<file path="config.mk">
export PLATFORM = sky130hd
export DESIGN_NAME = rpd_detector
export DESIGN_NICKNAME = d
export VERILOG_FILES = /design/src/logic/rpd_pkg.sv /design/src/logic/rpd_sync.sv /design/src/logic/rpd_prescaler.sv /design/src/logic/rpd_detector.sv
export VERILOG_INCLUDE_DIRS = /design/src /design/src/logic
export SDC_FILE = /design/constraint.sdc
export NUM_CORES = 1
export LEC_CHECK = 0
export BUFFER_PORTS_ARGS = -buffer_cell sky130_fd_sc_hd__buf_2
export CORE_MARGIN = 8
export CORE_UTILIZATION = 55
export CTS_CLUSTER_DIAMETER = 60
export CTS_CLUSTER_SIZE = 14
export DETAILED_ROUTE_END_ITERATION = 10
export MAX_ROUTING_LAYER = met4
export PLACE_DENSITY = 0.78
export REMOVE_ABC_BUFFERS = 1
export SETUP_SLACK_MARGIN = 0.05
export SLEW_MARGIN = 40
export SYNTH_ARGS = -nofsm -noshare
export SYNTH_HDL_FRONTEND = slang
export SYNTH_SLANG_ARGS = --single-unit
</file>
<file path="constraint.sdc">
create_clock -name core_clk_i -period 3.3 [get_ports core_clk_i]
set_clock_uncertainty 0.2 [all_clocks]
set_input_delay 0.495 -clock core_clk_i [delete_from_list [all_inputs] [get_ports core_clk_i]]
set_output_delay 0.495 -clock core_clk_i [all_outputs]
set_load 0.1 [all_outputs]
</file>
<file path="src/logic/rpd_map.svh">
// Register offsets, field positions, reset values and widths of the rotor position detector
`ifndef RPD_MAP_SVH
`define RPD_MAP_SVH

`define RPD_OFS_CTRL_A      8'h00
`define RPD_OFS_CTRL_B      8'h04
`define RPD_OFS_STATUS      8'h08
`define RPD_OFS_PATTERN     8'h0C
`define RPD_OFS_DELAY       8'h10

`define RPD_CA_SOFT_STOP    7
`define RPD_CA_SOFT_START   6
`define RPD_ST_EDGE_LSB     4
`define RPD_ST_SAMPLING     3

`define RPD_RST_CTRL_A      6'h00
`define RPD_RST_CTRL_B      8'h00
`define RPD_RST_PATTERN     3'h0
`define RPD_RST_DELAY       8'h00

`define RPD_PRE_BASE        6'h04
`define RPD_ONE_PIN_MASK    3'h1
`define RPD_ALL_PIN_MASK    3'h7

`endif

</file>
<file path="src/logic/rpd_pkg.sv">
// Types shared by the rotor position detector files
package rpd_pkg;

  // Sampling gate choices
  typedef enum logic [1:0] {
    RPD_GATE_PWM   = 2'h0,
    RPD_GATE_CONT  = 2'h1,
    RPD_GATE_LOWER = 2'h2,
    RPD_GATE_RSVD  = 2'h3
  } rpd_gate_e;

  // Sequencer states, Gray coded along idle, sample, final
  typedef enum logic [1:0] {
    RPD_IDLE   = 2'h0,
    RPD_SAMPLE = 2'h1,
    RPD_FINAL  = 2'h3
  } rpd_state_e;

  // Control register A, stored bits 5..0
  typedef struct packed {
    logic tmr3_stop_en;
    logic tmr2_start_en;
    logic one_pin;
    logic recount_per_pulse_enable;
    logic detect_mode_select;
    logic det_enable;
  } rpd_ctrl_a_s;

  // Control register B
  typedef struct packed {
    logic [1:0] sample_period_select;
    rpd_gate_e  sampling_gate_select;
    logic [3:0] match_count_setting;
  } rpd_ctrl_b_s;

endpackage : rpd_pkg

</file>
<file path="src/logic/rpd_sync.sv">
// Two-stage synchroniser for the three position pins
`timescale 1ns/1ps
module rpd_sync (
  input  wire logic       core_clk_i,
  input  wire logic       rst_i,
  input  wire logic       ce_i,
  input  wire logic [2:0] async_i,
  output logic      [2:0] sync_o
);

  logic [2:0] meta_q;
  logic [2:0] sync_q;

  // One chain per pin; the first stage feeds only the second
  genvar k;
  generate
    for (k = 0; k < 3; k = k + 1) begin : g_bit
      always_ff @(posedge core_clk_i) begin
        if (rst_i) begin
          meta_q[k] <= 1'b0;
          sync_q[k] <= 1'b0;
        end else if (ce_i) begin
          meta_q[k] <= async_i[k];
          sync_q[k] <= meta_q[k];
        end
      end
    end
  endgenerate

  assign sync_o = sync_q;

endmodule : rpd_sync

</file>
<file path="src/logic/rpd_prescaler.sv">
// Sample tick generator: core clock divided by 4, 8, 16 or 32
`timescale 1ns/1ps
`include "rpd_map.svh"
module rpd_prescaler (
  input  wire logic       core_clk_i,
  input  wire logic       rst_i,
  input  wire logic       ce_i,
  input  wire logic [1:0] period_sel_i,
  output logic            tick_o
);

  logic [4:0] cnt_q;
  logic [5:0] div;
  logic [4:0] last;

  // Divider length from the select field
  assign div  = 6'(`RPD_PRE_BASE << period_sel_i);
  assign last = 5'(div - 6'h01);

  // Free running; a period change takes effect at the next wrap or sooner
  always_ff @(posedge core_clk_i) begin
    if (rst_i) begin
      cnt_q <= 5'h00;
    end else if (ce_i) begin
      cnt_q <= (cnt_q >= last) ? 5'h00 : 5'(cnt_q + 5'h01);
    end
  end

  assign tick_o = ce_i && (cnt_q >= last);

endmodule : rpd_prescaler

</file>
<file path="src/logic/rpd_detector.sv">
// Rotor position detector top: APB registers, gating, match counting and detection
//
// Overview of operation
// - Ordinary mode detects when the sampled pins equal the expected drive pattern.
// - On ordinary detection, pulse the interrupt, end sampling, wait for a new start.
// - Unmatch mode latches the pins at start and detects any change from them.
// - Latched start pattern reads back in status bits 2 to 0.
// - Once enabled, sampling starts on a timer 2 trigger or software start.
// - With timer sync selected, timer 2 starts and timer 3 stops detection.
// - Three sampling gates: PWM-on only, continuous, or lower-side conduction.
// - Lower gating samples a phase from delay end until its conduction ends.
// - Lower gating samples phases independently; idle phases hold their last value.
// - Gated modes wait a programmable delay after turn-on before sampling.
// - Gated modes recount per PWM-on interval or count continuously; PWM-on ORs phases.
// - Status bit 5 records detection at PWM fall, bit 4 at PWM rise.
// - Status bit 3 reads whether sampling is in progress.
// - Two-bit field picks sample period of clock over 4, 8, 16 or 32.
// - Mode bit clear selects ordinary mode, set selects unmatch mode.
// - Software start begins sampling; software stop ends after one final comparison.
//
// The APB interface to the registers and the placing of the registers were left to the implementer.
`timescale 1ns/1ps
`include "rpd_map.svh"
module rpd_detector (
  input  wire logic        core_clk_i,
  input  wire logic        rst_i,
  input  wire logic        ce_i,
  input  wire logic        psel_i,
  input  wire logic        penable_i,
  input  wire logic        pwrite_i,
  input  wire logic [7:0]  paddr_i,
  input  wire logic [31:0] pwdata_i,
  output logic      [31:0] prdata_o,
  output logic             pready_o,
  output logic             pslverr_o,
  input  wire logic        phase_u_position_in_i,
  input  wire logic        phase_v_position_in_i,
  input  wire logic        phase_w_position_in_i,
  input  wire logic [2:0]  pwm_phase_i,
  input  wire logic [2:0]  lower_on_i,
  input  wire logic        tmr2_evt_i,
  input  wire logic        tmr3_evt_i,
  output logic             position_match_irq_o,
  output logic             sampling_active_flag_o
);

  rpd_pkg::rpd_ctrl_a_s ctrl_a_q;
  rpd_pkg::rpd_ctrl_b_s ctrl_b_q;
  rpd_pkg::rpd_state_e  state_q;
  logic [2:0]  drive_pattern_register_q;
  logic [7:0]  delay_q;
  logic [31:0] prdata_q;
  logic [2:0]  pos_s;
  logic        tick;
  logic        setup;
  logic        wr_acc;
  logic        mapped;
  logic [2:0]  start_pattern_latch_q;
  logic [2:0]  held_q;
  logic [2:0]  new_held;
  logic [3:0]  cnt_q;
  logic [4:0]  need;
  logic [1:0]  edge_detect_record_q;
  logic        irq_q;
  logic        pwm_on;
  logic        pwm_on_q;
  logic [3:0]  gate_src;
  logic [3:0]  gate_ok;
  logic [7:0]  dly_q [4];
  logic [2:0]  phase_en;
  logic [2:0]  mask;
  logic        hit;
  logic        hit_held;
  logic        hit_fin;
  logic        soft_start;
  logic        soft_stop;
  logic        start_go;
  logic        stop_go;
  logic        step;
  logic        detect;
  logic        gated;

  rpd_sync u_sync (
    .core_clk_i (core_clk_i),
    .rst_i      (rst_i),
    .ce_i       (ce_i),
    .async_i    ({phase_w_position_in_i, phase_v_position_in_i, phase_u_position_in_i}),
    .sync_o     (pos_s)
  );

  rpd_prescaler u_pre (
    .core_clk_i   (core_clk_i),
    .rst_i        (rst_i),
    .ce_i         (ce_i),
    .period_sel_i (ctrl_b_q.sample_period_select),
    .tick_o       (tick)
  );

  // APB decode; zero wait states, so the clock enable doubles as ready
  assign setup  = psel_i && !penable_i && ce_i;
  assign wr_acc = psel_i && penable_i && pwrite_i && ce_i;
  assign mapped = (paddr_i == `RPD_OFS_CTRL_A) || (paddr_i == `RPD_OFS_CTRL_B) ||
                  (paddr_i == `RPD_OFS_STATUS) || (paddr_i == `RPD_OFS_PATTERN) ||
                  (paddr_i == `RPD_OFS_DELAY);
  assign pready_o  = ce_i;
  assign pslverr_o = psel_i && penable_i && !mapped;
  assign prdata_o  = prdata_q;

  // Writable registers; status is read only and ignores writes
  always_ff @(posedge core_clk_i) begin
    if (rst_i) begin
      ctrl_a_q                 <= rpd_pkg::rpd_ctrl_a_s'(`RPD_RST_CTRL_A);
      ctrl_b_q                 <= rpd_pkg::rpd_ctrl_b_s'(`RPD_RST_CTRL_B);
      drive_pattern_register_q <= `RPD_RST_PATTERN;
      delay_q                  <= `RPD_RST_DELAY;
    end else if (wr_acc) begin
      unique case (paddr_i)
        `RPD_OFS_CTRL_A:  ctrl_a_q <= rpd_pkg::rpd_ctrl_a_s'(pwdata_i[5:0]);
        `RPD_OFS_CTRL_B:  ctrl_b_q <= rpd_pkg::rpd_ctrl_b_s'(pwdata_i[7:0]);
        `RPD_OFS_PATTERN: drive_pattern_register_q <= pwdata_i[2:0];
        `RPD_OFS_DELAY:   delay_q <= pwdata_i[7:0];
        default: ;
      endcase
    end
  end

  // Read data captured in the setup phase so it comes from a flop
  always_ff @(posedge core_clk_i) begin
    if (rst_i) begin
      prdata_q <= 32'h0000_0000;
    end else if (setup) begin
      unique case (paddr_i)
        `RPD_OFS_CTRL_A:  prdata_q <= {26'h000_0000, ctrl_a_q};
        `RPD_OFS_CTRL_B:  prdata_q <= {24'h00_0000, ctrl_b_q};
        `RPD_OFS_STATUS:  prdata_q <= {26'h000_0000, edge_detect_record_q, sampling_active_flag_o,
                                       start_pattern_latch_q};
        `RPD_OFS_PATTERN: prdata_q <= {29'h0000_0000, drive_pattern_register_q};
        `RPD_OFS_DELAY:   prdata_q <= {24'h00_0000, delay_q};
        default:          prdata_q <= 32'h0000_0000;
      endcase
    end
  end

  // Command strobes and start or stop triggers
  assign soft_start = wr_acc && (paddr_i == `RPD_OFS_CTRL_A) && pwdata_i[`RPD_CA_SOFT_START];
  assign soft_stop  = wr_acc && (paddr_i == `RPD_OFS_CTRL_A) && pwdata_i[`RPD_CA_SOFT_STOP];
  assign start_go   = ce_i && ctrl_a_q.det_enable && (state_q == rpd_pkg::RPD_IDLE) &&
                      (soft_start || (ctrl_a_q.tmr2_start_en && tmr2_evt_i));
  assign stop_go    = ce_i && (state_q == rpd_pkg::RPD_SAMPLE) &&
                      (soft_stop || (ctrl_a_q.tmr3_stop_en && tmr3_evt_i));

  // PWM-on is the OR of the three phase signals
  assign pwm_on   = |pwm_phase_i;
  assign gate_src = {pwm_on, lower_on_i};

  // Settle delay per gate source: counts from turn-on, restarts when the source drops
  genvar g;
  generate
    for (g = 0; g < 4; g = g + 1) begin : g_dly
      always_ff @(posedge core_clk_i) begin
        if (rst_i) begin
          dly_q[g] <= 8'h00;
        end else if (ce_i) begin
          if (!gate_src[g]) begin
            dly_q[g] <= 8'h00;
          end else if (dly_q[g] != delay_q) begin
            dly_q[g] <= 8'(dly_q[g] + 8'h01);
          end
        end
      end
      assign gate_ok[g] = gate_src[g] && (dly_q[g] == delay_q);
    end
  endgenerate

  // Which phases take a fresh sample this tick
  always_comb begin
    unique case (ctrl_b_q.sampling_gate_select)
      rpd_pkg::RPD_GATE_PWM:   phase_en = {3{gate_ok[3]}};
      rpd_pkg::RPD_GATE_LOWER: phase_en = gate_ok[2:0];
      default:                 phase_en = 3'h7;
    endcase
  end

  assign gated = (ctrl_b_q.sampling_gate_select == rpd_pkg::RPD_GATE_PWM) ||
                 (ctrl_b_q.sampling_gate_select == rpd_pkg::RPD_GATE_LOWER);
  assign mask  = ctrl_a_q.one_pin ? `RPD_ONE_PIN_MASK : `RPD_ALL_PIN_MASK;

  // Idle phases keep their previous sample
  assign new_held = (phase_en & pos_s) | (~phase_en & held_q);
  assign step     = tick && (state_q == rpd_pkg::RPD_SAMPLE) && (phase_en != 3'h0);

  // Compare against expected pattern or start snapshot
  function automatic logic is_hit(input logic [2:0] v, input logic [2:0] exp_v,
                                  input logic [2:0] snap, input logic [2:0] m, input logic umode);
    is_hit = umode ? (((v ^ snap) & m) != 3'h0) : (((v ^ exp_v) & m) == 3'h0);
  endfunction : is_hit

  assign hit      = is_hit(new_held, drive_pattern_register_q, start_pattern_latch_q, mask,
                           ctrl_a_q.detect_mode_select);
  assign hit_held = is_hit(held_q, drive_pattern_register_q, start_pattern_latch_q, mask,
                           ctrl_a_q.detect_mode_select);
  assign hit_fin  = is_hit(pos_s, drive_pattern_register_q, start_pattern_latch_q, mask,
                           ctrl_a_q.detect_mode_select);

  // A setting of zero behaves as one
  assign need   = (ctrl_b_q.match_count_setting == 4'h0) ? 5'h01 : {1'b0, ctrl_b_q.match_count_setting};
  assign detect = (step && hit && (5'({1'b0, cnt_q} + 5'h01) >= need)) ||
                  (tick && (state_q == rpd_pkg::RPD_FINAL) && hit_fin);

  // Sequencer
  always_ff @(posedge core_clk_i) begin
    if (rst_i) begin
      state_q <= rpd_pkg::RPD_IDLE;
    end else if (ce_i) begin
      unique case (state_q)
        rpd_pkg::RPD_IDLE: begin
          if (start_go) begin
            state_q <= rpd_pkg::RPD_SAMPLE;
          end
        end
        rpd_pkg::RPD_SAMPLE: begin
          if (detect) begin
            state_q <= rpd_pkg::RPD_IDLE;
          end else if (stop_go) begin
            state_q <= rpd_pkg::RPD_FINAL;
          end
        end
        rpd_pkg::RPD_FINAL: begin
          if (tick) begin
            state_q <= rpd_pkg::RPD_IDLE;
          end
        end
        default: state_q <= rpd_pkg::RPD_IDLE;
      endcase
    end
  end

  assign sampling_active_flag_o = (state_q != rpd_pkg::RPD_IDLE);

  // Start snapshot and held samples; snapshot taken every start so status stays fresh
  always_ff @(posedge core_clk_i) begin
    if (rst_i) begin
      start_pattern_latch_q <= 3'h0;
      held_q                <= 3'h0;
    end else if (start_go) begin
      start_pattern_latch_q <= pos_s;
      held_q                <= pos_s;
    end else if (ce_i && step) begin
      held_q <= new_held;
    end
  end

  // Consecutive hit counter; recount clears it while PWM is off
  always_ff @(posedge core_clk_i) begin
    if (rst_i) begin
      cnt_q <= 4'h0;
    end else if (ce_i) begin
      if (start_go || detect) begin
        cnt_q <= 4'h0;
      end else if (gated && ctrl_a_q.recount_per_pulse_enable && !pwm_on) begin
        cnt_q <= 4'h0;
      end else if (step) begin
        cnt_q <= hit ? ((cnt_q == 4'hF) ? 4'hF : 4'(cnt_q + 4'h1)) : 4'h0;
      end
    end
  end

  // Interrupt request: one cycle per detection
  always_ff @(posedge core_clk_i) begin
    if (rst_i) begin
      irq_q <= 1'b0;
    end else if (ce_i) begin
      irq_q <= detect;
    end else begin
      irq_q <= 1'b0;
    end
  end

  assign position_match_irq_o = irq_q;

  // Edge record: result at PWM fall sets bit 5, at rise bit 4; set beats the start clear
  always_ff @(posedge core_clk_i) begin
    if (rst_i) begin
      pwm_on_q             <= 1'b0;
      edge_detect_record_q <= 2'h0;
    end else if (ce_i) begin
      pwm_on_q <= pwm_on;
      edge_detect_record_q[1] <= (pwm_on_q && !pwm_on && hit_held) ||
                                 (edge_detect_record_q[1] && !start_go);
      edge_detect_record_q[0] <= (!pwm_on_q && pwm_on && hit_held) ||
                                 (edge_detect_record_q[0] && !start_go);
    end
  end
endmodule : rpd_detector

</file>
# Yosys cells after proc, flatten, opt, wreduce, memory -nomap -nowiden
# Memory sizes are Yosys's and may differ from the RTL's.
# Cells that the tools add are included.
totals:
  ff_bits: 84
  inputBits: 57
  ram_bits: 32
  n_memories: 1
op_classes:
  n_addsub: 8
  bitwise_logic: 25
  eq_ne: 19
  order_cmp: 2
  mux: 66
  reduce_logical: 74
  shift: 1
mem_list:
  columns: ["memory", "depth", "word_bits", "rd", "rd_ports_with_merged_regs", "write_ports", "line", "text"]
  rows:
  - ["dly_q", 4, 8, 4, 0, 4, "rpd_detector.sv:69", "logic [7:0] dly_q [4];"]
op_table:
  columns: ["cell", "n"]
  rows:
  - ["8-bit 2-to-1 mux", 8]
  - ["1-bit 2-to-1 mux", 41]
  - ["8-bit case mux with 5 select lines", 1]
  - ["1-bit logical AND", 36]
  - ["8-bit by 1-bit adder with 8-bit output, second input constant", 4]
  - ["8-bit == test", 4]
  - ["8-bit != test", 4]
  - ["3-bit bitwise AND", 8]
  - ["4-bit 2-to-1 mux", 6]
  - ["3-bit XOR", 6]
  - ["8-bit by 4-bit == test with 1-bit output, second input constant", 2]
  - ["3-bit nonzero test", 5]
  - ["1-bit logical OR", 11]
  - ["2-bit AND reduction", 5]
  - ["3-bit zero test", 3]
  - ["3-bit 2-to-1 mux", 3]
  - ["8-bit by 3-bit == test with 1-bit output, second input constant", 1]
  - ["8-bit by 5-bit == test with 1-bit output, second input constant", 1]
  - ["8-bit zero test", 1]
  - ["2-bit 2-to-1 mux", 4]
  - ["1-bit OR", 8]
  - ["2-bit case mux with 3 select lines", 1]
  - ["3-bit case mux with 2 select lines", 1]
  - ["4-bit by 1-bit adder with 5-bit output, second input constant", 1]
  - ["other kinds (22)", 30]

# Longest topological paths before layout
# Gate-level depths: netlist (run 1).
# An unclocked memory read counts as a cell.
depth:
  ltp_word: 17
  ltp_mapped: 11
  depth_no_buf: 11

# By module
# From an unflattened synthesis (run 1), not the netlist that was laid out.
hier_totals:
  cells_unflattened: 595
  area_unflattened_um2: 5466.5
by_module_without_submodules:
  columns: ["module", "instances", "seq_area_each_um2", "cells_each", "area_per_inst_um2"]
  rows:
  - ["rpd_detector", 1, 1941.9, 543, 4934.7]
  - ["rpd_prescaler", 1, 100.1, 33, 317.8]
  - ["rpd_sync", 1, 120.1, 19, 214.0]

# Worst setup path after synthesis (run 1)
# Ideal clock, no wire load.
synth_timing:
  path_kind: "input port to output port"
  startpoint: "in paddr_i[1]"
  endpoint: "out pslverr_o"
  path_buffers: 1
  stages: 5
  arrival_time_ns: 2.233
  setup_slack_ns: 0.372
  cell_sequence: "or4_4 -> or2_1 -> clkbuf_1 -> a21oi_1 -> nor2_1"
synth_via:
  elab_chain_len: 7
  word_cells_on_any_way: 11
synth_lines:
  columns: ["element", "line", "text"]
  rows:
  - ["start: declaration", "rpd_detector.sv:31", "input wire logic [7:0] paddr_i,"]
  - ["8-bit by 3-bit == test with 1-bit output / 8-bit zero test (equally long branches)", null, null]
  - ["1-bit logical OR (3 in a row)", "rpd_detector.sv:102", "assign mapped = (paddr_i == `RPD_OFS_CTRL_A) || (paddr_i == `RPD_OFS_CTRL_B) ||"]
  - ["1-bit logical OR *", "rpd_detector.sv:102", null]
  - ["1-bit zero test *", "rpd_detector.sv:106", "assign pslverr_o = psel_i && penable_i && !mapped;"]
  - ["1-bit logical AND *", "rpd_detector.sv:106", null]
  - ["end: declaration", "rpd_detector.sv:35", "output logic pslverr_o,"]
# Every way passes the cells marked *; elsewhere a longest branch is shown, timed or not.

# Final worst setup path (run 1)
layout_timing:
  startpoint: "reg delay_q[1]"
  endpoint: "reg cnt_q[3]"
layout_via:
  elab_chain_len: 16
  word_cells_on_any_way: 32
layout_lines:
  columns: ["element", "line", "text"]
  rows:
  - ["start: declaration", "rpd_detector.sv:51", "logic [7:0] delay_q;"]
  - ["start signal: assignment", "rpd_detector.sv:115", "delay_q <= `RPD_RST_DELAY;"]
  - ["start signal: assignment", "rpd_detector.sv:121", "`RPD_OFS_DELAY: delay_q <= pwdata_i[7:0];"]
  - ["8-bit == test", "rpd_detector.sv:171", "assign gate_ok[g] = gate_src[g] && (dly_q[g] == delay_q);"]
  - ["1-bit logical AND", "rpd_detector.sv:171", null]
  - ["3-bit case mux with 2 select lines *", "rpd_detector.sv:177", "unique case (ctrl_b_q.sampling_gate_select)"]
  - ["3-bit NOT", "rpd_detector.sv:189", "assign new_held = (phase_en & pos_s) | (~phase_en & held_q);"]
  - ["3-bit bitwise AND", "rpd_detector.sv:189", null]
  - ["3-bit OR", "rpd_detector.sv:189", null]
  - ["3-bit XOR", "rpd_detector.sv:195", "is_hit = umode ? (((v ^ snap) & m) != 3'h0) : (((v ^ exp_v) & m) == 3'h0);"]
  - ["3-bit bitwise AND", "rpd_detector.sv:195", null]
  - ["3-bit zero test / 3-bit nonzero test (equally long branches)", "rpd_detector.sv:195", null]
  - ["1-bit 2-to-1 mux", "rpd_detector.sv:195", null]
  - ["1-bit logical AND (2 in a row)", "rpd_detector.sv:207", "assign detect = (step && hit && (5'({1'b0, cnt_q} + 5'h01) >= need)) ||"]
  - ["1-bit logical OR", "rpd_detector.sv:207", null]
  - ["1-bit logical OR", "rpd_detector.sv:258", "if (start_go || detect) begin"]
  - ["3-bit nonzero test (no source line)", null, null]
  - ["2-bit AND reduction (no source line)", null, null]
  - ["end signal: assignment", "rpd_detector.sv:263", "cnt_q <= hit ? ((cnt_q == 4'hF) ? 4'hF : 4'(cnt_q + 4'h1)) : 4'h0;"]
  - ["end: declaration", "rpd_detector.sv:61", "logic [3:0] cnt_q;"]
# Every way passes the cells marked *; elsewhere a longest branch is shown, timed or not. The select of a mux whose other input is x is not followed.
# A chain may end at the register's enable or synchronous reset.

==> flow_summary.yaml, run 1 <==
run_status:
  status: "completed"
die:
  start_util_pct: 56.8
  fp-row-count: 36
  design.core.area_mm2: 0.00977
  die_area_mm2: 0.0136
  io-pin-count: 93
  die_y_um: 116
  die_w_um: 116
timing:
  tightest_slew_ps: 672
  maxSlewHeadroom_pct: 55.0
  timing.hold.ws_ps: 175
  setup-tns-final_ps: 0
  layout_setup_ws_ps: 255
  grt_setup_unrepaired: "no"
  hold_violations: 0
  fmax_mhz: 328
  maxSlewViolCount: 0
  period_share_pct: 92.3
  setup_viol_count_final: 0
  fin_crit_ps: 3040
worst_setup_path:
  path_depth: 9
  worstSetupStartpointType: "flip-flop"
  startpoint: "delay_q[1]"
  worstRegToRegCells: 9
  critPathKind: "reg -> reg"
  reg2reg_slack_ps: 260
  path_cells: "xnor2_1 -> nand4_1 -> nor3_2 -> a211oi_1 -> mux2i_1 -> xor2_1 -> o2111ai_2 -> a22o_4 -> a32o_1"
  max_stage_delay_ps: 620
  cp_max_fo: 6
  timing.rr.start: "delay_q[1]"
  cp_slowest_cell: "dfxtp_1"
  cp.arrival_ps: 3110
  cp_top_family: "compound AO/OA/AOI/OAI gates"
  reg2reg_to: "cnt_q[3]"
  required_ps: 3360
  cp_num_buf_inv: 0
  endpoint: "cnt_q[3]"
  setup.worst_path.end_class: "flip-flop"
synth:
  synth_top_area_share_pct: 21.7
  ys_warn_count: 0
  ys.flop_type: "dfxtp_1"
  synthesis.instances: 592
  ys_seq_elements: 92
  yosysTopAreaCell: "dfxtp_1"
  synth_common_cells: "108 x nor2_1, 60 x dfxtp_1, 44 x xnor2_1"
  synth_cell_types: 70
  yosysSeqAreaShare_pct: 39.0
  synth-edff-count: 32
  yosysMostFrequentCell: "nor2_1"
  async_flop_share_pct: 0
  netlist_area_mm2: 0.00555
  avgSynthCellArea_um2: 9.37
  synth_area_leaders: "dfxtp_1 22%, edfxtp_1 17%, mux2i_1 7.4%"
pwr:
  combPwrFrac_pct: 14.3
  pwr_density_cell_mw_per_mm2: 406
  max-vdd-ir-drop_mv: 0.196
  p_int_uw: 1680
  seqPwrFrac_pct: 52.4
  clockPowerShare_pct: 33.3
  p_sw_uw: 722
  swShare_pct: 30.0
  p_leak_uw: 0.00232
clocking:
  cts_hold_buffers: 0
  cts.path.max_buffers: 2
  post_cts_resized: 0
  cts_setup_buffers: 0
  cts_sinks: 92
  clock_latency_ps: 360
  cts_inserted_buffers: 9
  root_buffer: "clkbuf_8"
  cts_tree: "done"
  h-tree-depth: 3
  clk_pin_slew_ps: 90
placed_design:
  placedInstanceArea_mm2: 0.00571
  portBuffers: 44
  gp_congestion: 0.890
  hpwlAfterDp_um: 9300
  pre_cts_slack_ps: 245
finish:
  nets: 691
  layout-drive-gt1-share_pct: 15.8
  fin_area_mm2: 0.00592
  fillers: 815
  area_delta_synth_final_pct: 6.63
  diodes: 0
  fin_util_pct: 60.5
route:
  postRouteWirelength_um: 12400
  initialDrtViolationCount: 259
  remaining_drc_errors: 0
  num_vias: 4298
  ant_nets: 0
  wire_per_inst_um: 16.3
  dr.pass1.iters: 5
  viasPerCell: 5.66
global_routing:
  grt_start_max_net_pins: 55
  met3_usage_pct: 3.36
  grt_first_pass_wirelength_um: 20200
  grt_pass1_vias: 4143
  antenna_found_initial: 0
  met2_usage_pct: 30.3
  met1_usage_pct: 24.2
  grt_overflow: 0
  top_usage_layer: "met2"
  gr-usage-all-layers_pct: 19.4
job:
  maxCapViolations: 0
worst_hold_path:
  hold_path.class: "in -> reg"
  min_from: "phase_u_position_in_i"
[flip-flops by register name (all words and copies together) (netlist names), 3 cells and up]
register and flops:
cnt_q 4, ctrl_a_q 6, ctrl_b_q 8, delay_q 8
dly_q 32, drive_pattern_register_q 3, held_q 3, prdata_o 8
start_pattern_latch_q 3, u_pre.cnt_q 5, u_sync.meta_q 3, u_sync.sync_o 3
[how the worst min path moves through the flow]
stage | end | cells after the start
4_1_cts | u_sync.meta_q[1] | 3
3_5_place_dp | edge_detect_record_q[0] | 1
2_1_floorplan | edge_detect_record_q[1] | 2
5_1_grt | u_sync.meta_q[1] | 3
3_3_place_gp | edge_detect_record_q[0] | 1
6_report | u_sync.meta_q[0] | 3
[power groups by stage]
stage / clock network [uW] / registers, uW / logic [uW]
finish: 801 / 1260 / 343
global route: 857 / 1270 / 368
CTS: 810 / 1260 / 342
detailed placement: 0 / 1290 / 339
global placement: 0 / 1280 / 333
floorplan: 0 / 1270 / 254
[cells by family (layout without fill, tap and decap cells)]
| kind of cell | Yosys count | in the layout | synth area share [%] |
|---|---|---|---|
| AND/OR/NAND/NOR | 222 | 222 | 19.6 |
| flip-flops | 92 | 92 | 39.0 |
| XOR/XNOR | 79 | 79 | 12.5 |
| AO/OA/AOI/OAI | 71 | 71 | 9.68 |
| buffers and inverters | 69 | 80 | 7.37 |
| multiplexers | 45 | 45 | 8.86 |
| adder cells (fa/ha/maj) | 13 | 13 | 2.93 |
| other | 1 | 24 | 0.0676 |
[final cells by class]
class	count	area, um^2	share of cell area [%]
Clock buffer	10	138	2.33
Clock inverter	6	68.8	1.16
Inverter	14	52.6	0.888
Multi-Input combinational cell	454	3060	51.8
Sequential cell	92	2160	36.5
Tap cell	133	166	2.81
Timing Repair Buffer	50	265	4.48
[cells in the final DEF, fill, tap and decap left out, drive strengths merged, types with 2 or more instances in the layout]
cell    synthesis  layout
and3            9       9
dfxtp          60      60
a21oi          19      19
ha             13      13
nor2b           5       5
or3             2       2
nor3            6       6
nor3b           2       2
nor4            6       6
and2            2       2
xor2           35      35
a211oi          4       4
mux2i          42      42
or2             6       6
xnor2          44      44
a22o            2       2
a22oi           8       8
a31oi           2       2
nand2b          2       2
edfxtp         32      32
nor2          109     109
inv            14      17
a32o            3       3
clkbuf         17      10
o21ai          13      13
nand3b          2       2
mux4            3       3
a31o            2       2
conb            1      24
nand3          25      25
buf            38      50
a21boi          2       2
a32oi           2       2
nand2          32      32
nand4           9       9
a21o            4       4
[layer usage]
metal  up-vias  part of all wire (%)
li1       2054                     -
met1      2064                    44
met2       151                    45
met3        29                   7.7
met4         0                   2.8
met5         -                     0
[stage by stage]
stage	total power, uW	std cells
final	2400	759
after global routing	2490	759
after CTS	2410	759
after detailed placement	1620	743
after global placement	1620	743
after floorplan	1530	560
[worst reg2reg max path: stages (launching register included)]
cell and delay, ps:
dfxtp_1 620, xnor2_1 140, nand4_1 160, nor3_2 90, a211oi_1 460, mux2i_1 370
xor2_1 210, o2111ai_2 170, a22o_4 320, a32o_1 210
Note: power is estimated with default switching activity, not from simulation.
==> run 2, diff against run 1 <==
==> constraint.sdc (replaced) <==
create_clock -name core_clk_i -period 3.3 [get_ports core_clk_i]
set_clock_uncertainty 0.2 [all_clocks]
set_input_delay 0 -clock core_clk_i [delete_from_list [all_inputs] [get_ports core_clk_i]]
set_output_delay 0 -clock core_clk_i [all_outputs]
set_load 0.1 [all_outputs]
==> run 2 against run 1 <==
Non-clock buffer count grew 16; worst hold slack lost 150 ps; wire length grew 4.8%; worst setup slack lost 5.7 ps; clock-buffer cell count is the same; die area is the same; register-to-register slack is essentially flat; flip-flop and latch count is the same; combinational power grew 6%; via count grew 1.1%; sequential share of layout area shrank 0.93 points; critical path type unchanged.
==> flow_summary.yaml, run 2 (synthesis gave the netlist of run 1 again) <==
clocking:
  cts_tree: "done"
  post_cts_resized: 0
  cts_hold_buffers: 20
  cts.path.max_buffers: 2
  cts_setup_buffers: 0
  cts_inserted_buffers: 9
  clk_pin_slew_ps: 100
  clock_latency_ps: 380
  cts_sinks: 92
  root_buffer: "clkbuf_8"
  h-tree-depth: 3
worst_setup_path:
  cp_num_buf_inv: 0
  reg2reg_slack_ps: 250
  timing.rr.start: "delay_q[2]"
  cp_max_fo: 6
  critPathKind: "reg -> reg"
  cp_top_family: "compound AO/OA/AOI/OAI gates"
  max_stage_delay_ps: 580
  path_cells: "xnor2_1 -> nand4_1 -> nor3_2 -> a211oi_1 -> mux2i_1 -> xor2_1 -> o2111ai_2 -> a22o_4 -> a32o_1"
  cp.arrival_ps: 3110
  reg2reg_to: "cnt_q[1]"
  setup.worst_path.end_class: "flip-flop"
  cp_slowest_cell: "dfxtp_1"
  required_ps: 3360
  worstRegToRegCells: 9
  worstSetupStartpointType: "flip-flop"
run_status:
  status: "completed"
die:
  fp-row-count: 36
  die_w_um: 116
  io-pin-count: 93
  start_util_pct: 56.8
  design.core.area_mm2: 0.00977
  die_area_mm2: 0.0136
  die_y_um: 116
finish:
  regMostFlops: "dly_q"
  layout_common_cells: "108 x nor2_1, 60 x dfxtp_1, 44 x xnor2_1, 44 x buf_2, 41 x mux2i_1"
  instances_no_fill: 775
  nets: 707
  fin_util_pct: 62.1
  diodes: 0
  layout-drive-gt1-share_pct: 14.8
  largest_reg_flops: 32
  area_delta_synth_final_pct: 9.43
  fillers: 805
  fin_area_mm2: 0.00607
  final_common_cell: "nor2_1"
route:
  ant_nets: 0
  initialDrtViolationCount: 290
  wire_per_inst_um: 16.8
  dr.pass1.iters: 5
  num_vias: 4345
  remaining_drc_errors: 0
  viasPerCell: 5.61
  postRouteWirelength_um: 13000
worst_hold_path:
  min_from: "paddr_i[4]"
  min_to: "prdata_o[2]"
  hold_depth: 4
  hold_path.class: "in -> reg"
pwr:
  max-vdd-ir-drop_mv: 0.189
  pwr_density_cell_mw_per_mm2: 389
  p_leak_uw: 0.00238
global_routing:
  gr-usage-all-layers_pct: 20.5
  grt_start_max_net_pins: 56
  grt_overflow: 0
  antenna_found_initial: 0
  grt_first_pass_wirelength_um: 21100
  grt_pass1_vias: 4323
placed_design:
  portBuffers: 44
  placed_cells: 739
  placedInstanceArea_mm2: 0.00568
  hpwlAfterDp_um: 9510
  pre_cts_slack_ps: 285
  gp_congestion: 0.908
timing:
  maxSlewHeadroom_pct: 53.1
  setup-tns-final_ps: 0
  hold_violations: 0
  fmax_mhz: 328
  maxSlewViolCount: 0
  setup_viol_count_final: 0
  period_share_pct: 92.4
  grt_setup_unrepaired: "no"
  fin_crit_ps: 3050
  layout_setup_ws_ps: 250
  tightest_slew_ps: 698
job:
  maxCapViolations: 0
-- run 2: worst max-delay path by stage --
| stage | startpoint | end | slack (ps) | depth (start not counted) |
|---|---|---|---|---|
| after global placement | delay_q[2] | cnt_q[3] | 410 | 9 |
| after floorplan | dly_q[2][5] | cnt_q[1] | 660 | 9 |
| final | delay_q[2] | cnt_q[1] | 250 | 9 |
| after detailed placement | delay_q[2] | cnt_q[1] | 280 | 9 |
| after global routing | delay_q[0] | cnt_q[3] | 110 | 9 |
| after CTS | delay_q[2] | cnt_q[1] | 250 | 9 |
-- run 2: metrics by stage --
step / power [uW] / hold slack [ps]
after floorplan: 1530 / -200
after global placement: 1610 / 35.2
after detailed placement: 1630 / 51.3
after CTS: 2370 / 9.07
after global routing: 2450 / 65.2
final: 2360 / 21.3
-- run 2: routing by layer --
metal  share of wire (%)  vias to the layer above  track usage, %
li1                    -                     2092               -
met1                  44                     2031            25.0
met2                  45                      180            31.9
met3                 7.8                       42            3.41
met4                 3.7                        0            11.2
met5                   0                        -               -
-- run 2: layout make-up --
cell class,instances,area (um^2),share of cell area [%]
tap,133,166,2.74
timing repair buffer,66,435,7.17
clock buffer,10,149,2.45
inverter,14,52.6,0.866
multi-input combinational,454,3060,50.5
sequential,92,2160,35.6
clock inverter,6,42.5,0.701
-- run 2: tightest hold or removal path: stages --
cell and delay [ps]:
buf_2 210, o21ai_0 210, a22oi_1 70, nor2_1 80
-- run 2: power breakdown --
group | leakage, uW | internal [uW] | switching (uW) | total, uW
Sequential | 0.000838 | 1210 | 46.7 | 1260
Clock | 0.0000987 | 323 | 417 | 740
Combinational | 0.00144 | 104 | 258 | 362
